File: src/hdl/csd_pkg.sv
// Constants shared by the CPU clock select and divider logic.
// Assumes a single core clock; oscillator activity arrives as enable pulses.
package csd_pkg;
  // ----------------------------------------------------------------
  // Register map
  // ----------------------------------------------------------------
  localparam logic [19:0] CTRL_ADDR = 20'hF_FFA4;
  localparam logic [7:0] CTRL_RESET = 8'h09;
  // ----------------------------------------------------------------
  // Field positions
  // ----------------------------------------------------------------
  localparam int CPU_STAT_BIT = 7;
  localparam int SUB_SEL_BIT = 6;
  localparam int MAIN_STAT_BIT = 5;
  localparam int MAIN_SRC_BIT = 4;
  localparam int FIXED_BIT = 3;
  localparam int DIV_LSB = 0;
  localparam logic FIXED_VAL = 1'h1;
  // Writable bits; bits 7, 5 and 3 are not
  localparam logic [7:0] WRITE_MASK = 8'h57;
  // Largest legal divider code (divide by 32)
  localparam logic [2:0] DIV_MAX = 3'h5;
  // Subsystem path always divides by two
  localparam logic [2:0] SUB_DIV = 3'h1;
endpackage

File: src/hdl/csd_divider.sv
// Power-of-two divider driven by a source tick pulse.
// Assumes tick is a one-cycle enable on core_clk from the selected oscillator.
`timescale 1ns/1ps
module csd_divider #(
  parameter int CNT_W = 5
) (
  // Clock and reset
  input wire logic core_clk,
  input wire logic rst,
  // Source and ratio
  input wire logic tick,
  input wire logic [2:0] code,
  // Divided enable, combinational from the counter
  output logic pulse
);
  logic [CNT_W-1:0] cnt_reg;
  logic [CNT_W-1:0] cnt_next;
  logic [CNT_W-1:0] mask;
  logic [2:0] eff;

  always_comb begin
    // Prohibited codes fall back to the slowest legal ratio
    eff = (code > csd_pkg::DIV_MAX) ? csd_pkg::DIV_MAX : code;
    mask = CNT_W'((32'h0000_0001 << eff) - 32'h0000_0001);
    pulse = tick && ((cnt_reg & mask) == mask);
    cnt_next = tick ? cnt_reg + 1'b1 : cnt_reg;
  end

  always_ff @(posedge core_clk) begin
    if (rst) begin
      cnt_reg <= '0;
    end else begin
      cnt_reg <= cnt_next;
    end
  end
endmodule

File: src/hdl/csd_clock_select.sv
// CPU/peripheral clock selection: control register, source switch and divider.
// Assumes oscillator activity arrives as one-cycle tick pulses on core_clk.
`timescale 1ns/1ps
module csd_clock_select (
  // Clock and reset
  input wire logic core_clk,
  input wire logic rst,
  // Register port
  input wire logic [19:0] addr,
  input wire logic [7:0] wdata,
  input wire logic [7:0] wmask,
  input wire logic wr,
  input wire logic rd,
  output logic [7:0] rdata,
  // Oscillator ticks and fast internal select
  input wire logic internal_high_speed_clock,
  input wire logic fast_internal_clock,
  input wire logic high_speed_system_clock,
  input wire logic subsystem_clock,
  input wire logic fast_internal_select,
  // Clock outputs and status
  output logic cpu_peripheral_clock,
  output logic main_clock_status,
  output logic cpu_clock_status
);
  // ----------------------------------------------------------------
  // State
  // ----------------------------------------------------------------
  logic cls_reg, cls_next;
  logic css_reg, css_next;
  logic mcs_reg, mcs_next;
  logic mcm_reg, mcm_next;
  logic [2:0] div_reg, div_next;
  logic [7:0] rdata_reg, rdata_next;
  logic clk_en_reg, clk_en_next;
  logic hit;
  logic [7:0] cur;
  logic [7:0] merged;
  logic internal_tick;
  logic main_tick;
  logic main_target_tick;
  logic cpu_target_tick;
  logic main_pulse;
  logic sub_pulse;

  // ----------------------------------------------------------------
  // Source selection
  // ----------------------------------------------------------------
  assign internal_tick = fast_internal_select ? fast_internal_clock
                                              : internal_high_speed_clock;
  // Main path follows the active status, not the request, so no runt edges
  assign main_tick = mcs_reg ? high_speed_system_clock : internal_tick;
  assign main_target_tick = mcm_reg ? high_speed_system_clock : internal_tick;
  assign cpu_target_tick = css_reg ? subsystem_clock : main_tick;

  csd_divider u_main_div (
    .core_clk(core_clk),
    .rst(rst),
    .tick(main_tick),
    .code(div_reg),
    .pulse(main_pulse)
  );

  csd_divider u_sub_div (
    .core_clk(core_clk),
    .rst(rst),
    .tick(subsystem_clock),
    .code(csd_pkg::SUB_DIV),
    .pulse(sub_pulse)
  );

  // ----------------------------------------------------------------
  // Register and switch logic
  // ----------------------------------------------------------------
  always_comb begin
    hit = (addr == csd_pkg::CTRL_ADDR);
    cur = {cls_reg, css_reg, mcs_reg, mcm_reg, csd_pkg::FIXED_VAL, div_reg};
    // Mask limits a bit write to one lane; status bits never take data
    merged = (cur & ~(wmask & csd_pkg::WRITE_MASK))
           | (wdata & wmask & csd_pkg::WRITE_MASK);
    css_next = css_reg;
    mcm_next = mcm_reg;
    div_next = div_reg;
    if (wr && hit) begin
      css_next = merged[csd_pkg::SUB_SEL_BIT];
      mcm_next = merged[csd_pkg::MAIN_SRC_BIT];
      div_next = merged[csd_pkg::DIV_LSB +: 3];
    end
    // Status follows a request only on a tick of the clock it names
    mcs_next = (mcm_reg != mcs_reg && main_target_tick) ? mcm_reg : mcs_reg;
    cls_next = (css_reg != cls_reg && cpu_target_tick) ? css_reg : cls_reg;
    // Subsystem path is fixed at divide by two
    clk_en_next = cls_reg ? sub_pulse : main_pulse;
    rdata_next = (rd && hit) ? cur : 8'h00;
  end

  always_ff @(posedge core_clk) begin
    if (rst) begin
      cls_reg <= csd_pkg::CTRL_RESET[csd_pkg::CPU_STAT_BIT];
      css_reg <= csd_pkg::CTRL_RESET[csd_pkg::SUB_SEL_BIT];
      mcs_reg <= csd_pkg::CTRL_RESET[csd_pkg::MAIN_STAT_BIT];
      mcm_reg <= csd_pkg::CTRL_RESET[csd_pkg::MAIN_SRC_BIT];
      div_reg <= csd_pkg::CTRL_RESET[csd_pkg::DIV_LSB +: 3];
      rdata_reg <= 8'h00;
      clk_en_reg <= 1'b0;
    end else begin
      cls_reg <= cls_next;
      css_reg <= css_next;
      mcs_reg <= mcs_next;
      mcm_reg <= mcm_next;
      div_reg <= div_next;
      rdata_reg <= rdata_next;
      clk_en_reg <= clk_en_next;
    end
  end

  assign rdata = rdata_reg;
  assign cpu_peripheral_clock = clk_en_reg;
  assign main_clock_status = mcs_reg;
  assign cpu_clock_status = cls_reg;

  // ----------------------------------------------------------------
  // Checks
  // ----------------------------------------------------------------
  AST_RESET_VALUE: assert property (@(posedge core_clk) rst |=> (!cls_reg && !css_reg
      && !mcs_reg && !mcm_reg && div_reg == 3'h1 && !clk_en_reg))
    else $error("control register not at reset value");

  AST_BIT_WRITE: assert property (@(posedge core_clk) disable iff (rst)
      (wr && hit && wmask == 8'h10) |=> (mcm_reg == $past(wdata[4])
      && css_reg == $past(css_reg) && div_reg == $past(div_reg)))
    else $error("single bit write disturbed other bits");

  AST_STATUS_READ_ONLY: assert property (@(posedge core_clk) disable iff (rst)
      (wr && hit && !main_target_tick && !cpu_target_tick)
      |=> ($stable(mcs_reg) && $stable(cls_reg)))
    else $error("write changed a status bit");

  AST_CPU_STATUS_READ: assert property (@(posedge core_clk) disable iff (rst)
      (rd && hit) |=> (rdata[7] == $past(cls_reg) && rdata[3]))
    else $error("cpu status read mismatch");

  AST_MAIN_STATUS_READ: assert property (@(posedge core_clk) disable iff (rst)
      (rd && hit) |=> (rdata[5] == $past(mcs_reg) && rdata[4] == $past(mcm_reg)))
    else $error("main status read mismatch");

  AST_MAIN_SOURCE: assert property (@(posedge core_clk) disable iff (rst)
      (mcs_reg && !cls_reg && div_reg == 3'h0)
      |=> (clk_en_reg == $past(high_speed_system_clock)))
    else $error("main path not on high speed clock");

  AST_DIV_ONE: assert property (@(posedge core_clk) disable iff (rst)
      (!cls_reg && div_reg == 3'h0 && main_tick) |=> clk_en_reg)
    else $error("divide by one dropped a tick");

  AST_SWITCH_ON_TICK: assert property (@(posedge core_clk) disable iff (rst)
      (!$past(rst) && $changed(mcs_reg)) |-> ($past(main_target_tick)
      && mcs_reg == $past(mcm_reg)))
    else $error("main status changed without target tick");

  AST_SUB_SWITCH: assert property (@(posedge core_clk) disable iff (rst)
      (css_reg && !cls_reg && subsystem_clock) |=> cls_reg ##1 cls_reg)
    else $error("cpu status missed subsystem switch");
endmodule

File: config.mk
export PLATFORM = sky130hd
export DESIGN_NAME = csd_clock_select
export DESIGN_NICKNAME = d
export VERILOG_FILES = /design/src/hdl/csd_pkg.sv /design/src/hdl/csd_divider.sv /design/src/hdl/csd_clock_select.sv
export SDC_FILE = /design/constraint.sdc
export NUM_CORES = 1
export LEC_CHECK = 0
export ABC_AREA = 1
export BUFFER_PORTS_ARGS = -buffer_cell sky130_fd_sc_hd__buf_2
export CAP_MARGIN = 20
export CORE_MARGIN = 2
export CORE_UTILIZATION = 35
export DETAILED_ROUTE_END_ITERATION = 10
export GPL_ROUTABILITY_DRIVEN = 1
export PLACE_DENSITY = 0.65
export REMOVE_ABC_BUFFERS = 1
export SLEW_MARGIN = 20
export SYNTH_ARGS = -nofsm -noshare
export SYNTH_HDL_FRONTEND = slang
export SYNTH_SLANG_ARGS = --single-unit
File: constraint.sdc
create_clock -name core_clk -period 3.3 [get_ports core_clk]
set_input_delay 0.66 -clock core_clk [delete_from_list [all_inputs] [get_ports core_clk]]
set_output_delay 0.66 -clock core_clk [all_outputs]
set_load 0.05 [all_outputs]
==> load_flow_metrics.sql <==
INSERT INTO impl_metrics (metric_group, metric, value, unit) VALUES
('routing', 'drt_wl_cell', '9.52', 'microns'),
('placement', 'place_congestion', '0.802', ''),
('sta', 'min_period_over_period', '0.501', ''),
('pwr', 'vdd_ir_drop_max', '0.319', 'mV'),
('critical_path', 'timing.critical_path.fanout_max', '4', ''),
('routing', 'drtPass1Iterations', '4', ''),
('critical_path', 'worstPathCellList', 'buf_2', ''),
('final_layout', 'area_growth_syn_to_layout', '32.1', '%'),
('critical_path', 'crit_buf_inv', '1', ''),
('global_routing', 'grt_overflow_total', '0', ''),
('pwr', 'total_switching_power', '0.110', 'mW'),
('sta', 'fin_skew', '0.00581', 'ns'),
('clock_tree', 'numCtsBuffers', '3', ''),
('synthesis', 'synth-async-reset-ratio', '0', ''),
('sta', 'finalSetupTns', '0', 'ns'),
('synthesis', 'synth_area_leader_cell', 'sky130_fd_sc_hd__dfxtp_1', ''),
('clock_tree', 'post_cts.resized_instances', '0', ''),
('routing', 'drt.antenna.violating_nets', '0', ''),
('sta', 'final-hold-violation-count', '0', ''),
('critical_path', 'crit_path_end_kind', 'output pin', ''),
('clock_tree', 'clock_latency', '0.30', 'ns'),
('floorplan', 'io_pins', '56', ''),
('sta', 'fin_crit', '1.65', 'ns'),
('global_routing', 'grt_start_max_net_pins', '14', ''),
('global_routing', 'grt_first_pass_wirelength', '3.77', 'mm'),
('synthesis', 'synth_edf_count', '0', ''),
('pwr', 'p_leak', '0.687', 'nW'),
('pwr', 'p_comb_frac', '0.094', ''),
('global_routing', 'grt_antenna_before_repair', '0', ''),
('global_routing', 'grt.total_usage', '0.141', ''),
('clock_tree', 'clockBufferDepth', '2', ''),
('floorplan', 'die_area', '0.00336', 'sq mm'),
('synthesis', 'synth.area.top_cells', 'sky130_fd_sc_hd__dfxtp_1 43%, sky130_fd_sc_hd__nand2_1 12%, sky130_fd_sc_hd__nor2_1 11%', ''),
('sta', 'setup_ws', '1.65', 'ns'),
('critical_path', 'ff2ff_setup_slack', '1.83', 'ns'),
('pwr', 'clock_power_share', '0.387', ''),
('synthesis', 'ys.warnings.count', '0', ''),
('pwr', 'proportion_of_power_drawn_by_flip_flops_and_latches', '0.519', ''),
('sta', 'slew_violations', '0', ''),
('synthesis', 'yosysSeqAreaShare', '0.432', ''),
('pwr', 'internal_power', '0.416', 'mW'),
('sta', 'worst-slew-pin-transition', '0.719', 'ns'),
('final_layout', 'final-seq-area', '440', 'sq um'),
('routing', 'routed_via_density', '4.60', ''),
('pwr', 'power_switching_share', '0.209', ''),
('critical_path', 'cpLargestDelayFamily', 'flip-flops', ''),
('synthesis', 'netlist_area', '0.00102', 'sq mm'),
('critical_path', 'cp_data_arrival_time', '0.99', 'ns'),
('final_layout', 'multiInputGateArea', '489', 'sq um'),
('critical_path', 'critical_path_required', '2.64', 'ns'),
('final_layout', 'nFillCells', '279', ''),
('clock_tree', 'cts_htree_levels', '1', ''),
('global_routing', 'grt_pass1_vias', '966', ''),
('synthesis', 'synthesis.instances', '148', ''),
('sta', 'max-slew-margin-rel', '0.517', ''),
('floorplan', 'die-height', '57.9', 'microns'),
('synthesis', 'synth_top_area_share', '0.432', ''),
('clock_tree', 'post_cts_buffers', '0', ''),
('routing', 'postRouteWirelength', '2.19', 'mm'),
('clock_tree', 'cts_hold_buffers', '0', ''),
('pwr', 'p_per_area', '391', 'mW/mm^2'),
('critical_path', 'slowest_delay', '0.40', 'ns'),
('floorplan', 'chipWidth', '57.9', 'microns'),
('critical_path', 'startpoint_type', 'register', ''),
('run_status', 'status', 'finished clean', ''),
('critical_path', 'critical_path_class', 'register to output pin', ''),
('floorplan', 'core_region_area', '0.00276', 'sq mm'),
('floorplan', 'initial_utilization', '0.369', ''),
('critical_path', 'cpMaxStageDelayCell', 'sky130_fd_sc_hd__dfxtp_1', ''),
('clock_tree', 'sinks_on_clock_net', '22', ''),
('synthesis', 'syn_avg_cell_area', '6.88', 'sq um');
## per-stage QoR
stage | cells | hold slack (ns) | cell area (sq um) | utilization | total power, mW
after floorplan | 146 | 0.440 | 1010 | - | 0.299
after global placement | 226 | 0.467 | 1290 | 0.469 | 0.326
after detailed placement | 226 | 0.462 | 1290 | 0.469 | 0.328
after CTS | 230 | 0.482 | 1350 | 0.488 | 0.530
after global routing | 230 | 0.514 | 1350 | 0.488 | 0.546
final | 230 | 0.484 | 1350 | 0.488 | 0.526
## cells in the final DEF (no fill, tap or decap)
cell type                   instances
sky130_fd_sc_hd__buf_2             49
sky130_fd_sc_hd__nand2_1           33
sky130_fd_sc_hd__nor2_1            29
sky130_fd_sc_hd__dfxtp_1           22
sky130_fd_sc_hd__inv_1             20
sky130_fd_sc_hd__nand3_1            9
sky130_fd_sc_hd__o21ai_0            7
sky130_fd_sc_hd__a21oi_1            6
sky130_fd_sc_hd__nand4_1            6
sky130_fd_sc_hd__nor2_2             3
sky130_fd_sc_hd__nor3_1             3
sky130_fd_sc_hd__clkbuf_4           3
sky130_fd_sc_hd__ha_1               2
sky130_fd_sc_hd__inv_2              1
sky130_fd_sc_hd__nor2_4             1
sky130_fd_sc_hd__nand3_4            1
sky130_fd_sc_hd__o21ai_1            1
sky130_fd_sc_hd__o21bai_1           1
sky130_fd_sc_hd__xnor2_1            1
sky130_fd_sc_hd__bufinv_16          1
## Yosys cell counts (2+ instances only)
cell type                 number
sky130_fd_sc_hd__nor2_1       29
sky130_fd_sc_hd__ha_1          2
sky130_fd_sc_hd__nor3_1        3
sky130_fd_sc_hd__a21oi_1       6
sky130_fd_sc_hd__dfxtp_1      22
sky130_fd_sc_hd__buf_2         2
sky130_fd_sc_hd__nand3_1       9
sky130_fd_sc_hd__nor2_2        3
sky130_fd_sc_hd__inv_1        20
sky130_fd_sc_hd__nand4_1       6
sky130_fd_sc_hd__o21ai_0       8
sky130_fd_sc_hd__nand2_1      33
## power groups by stage
stage	Combinational, mW	Clock, mW	Sequential [mW]
after floorplan	0.0189	0	0.280
after global placement	0.0475	0	0.279
after detailed placement	0.0493	0	0.279
after CTS	0.0495	0.208	0.273
after global routing	0.0577	0.214	0.274
final	0.0492	0.204	0.273
## per-layer routing
metal,global-route usage,share of wire,up-vias
met4,0.0432,0.015,0
met2,0.260,0.48,38
met1,0.166,0.43,448
met3,0.0223,0.066,4
met5,0,0,-
li1,-,-,568
## cells by family (layout without fill, tap and decap cells)
| family | after synthesis | count (layout) | share of synthesized area |
|---|---|---|---|
| xor+xnor | 1 | 1 | 0.00860 |
| fa+ha+maj | 2 | 2 | 0.0246 |
| compound gates | 15 | 15 | 0.0762 |
| buf+inv | 23 | 74 | 0.0872 |
| flops | 22 | 22 | 0.432 |
| simple gates | 85 | 85 | 0.371 |
## area by class of cell
type                    count  area share
clock buffers               3      0.0167
clock inverters             1      0.0223
inverters                  21      0.0586
multi-input cells         103       0.364
flip-flops and latches     22       0.327
well taps                  31      0.0288
repair buffers             49       0.182
## path summary, 6_finish.rpt
kind                                  start                            endpoint  cells after the start
max           cpu_clock_status$_SDFFE_PP0P_                    cpu_clock_status                      1
min                                register                 rdata[6]$_SDFF_PP0_                      2
max reg2reg  main_clock_status$_SDFFE_PP0P_  u_main_div.cnt_reg[2]$_SDFFE_PP0P_                      5
min reg2reg                        register                 rdata[6]$_SDFF_PP0_                      2
(Power assumes the default switching activity.)
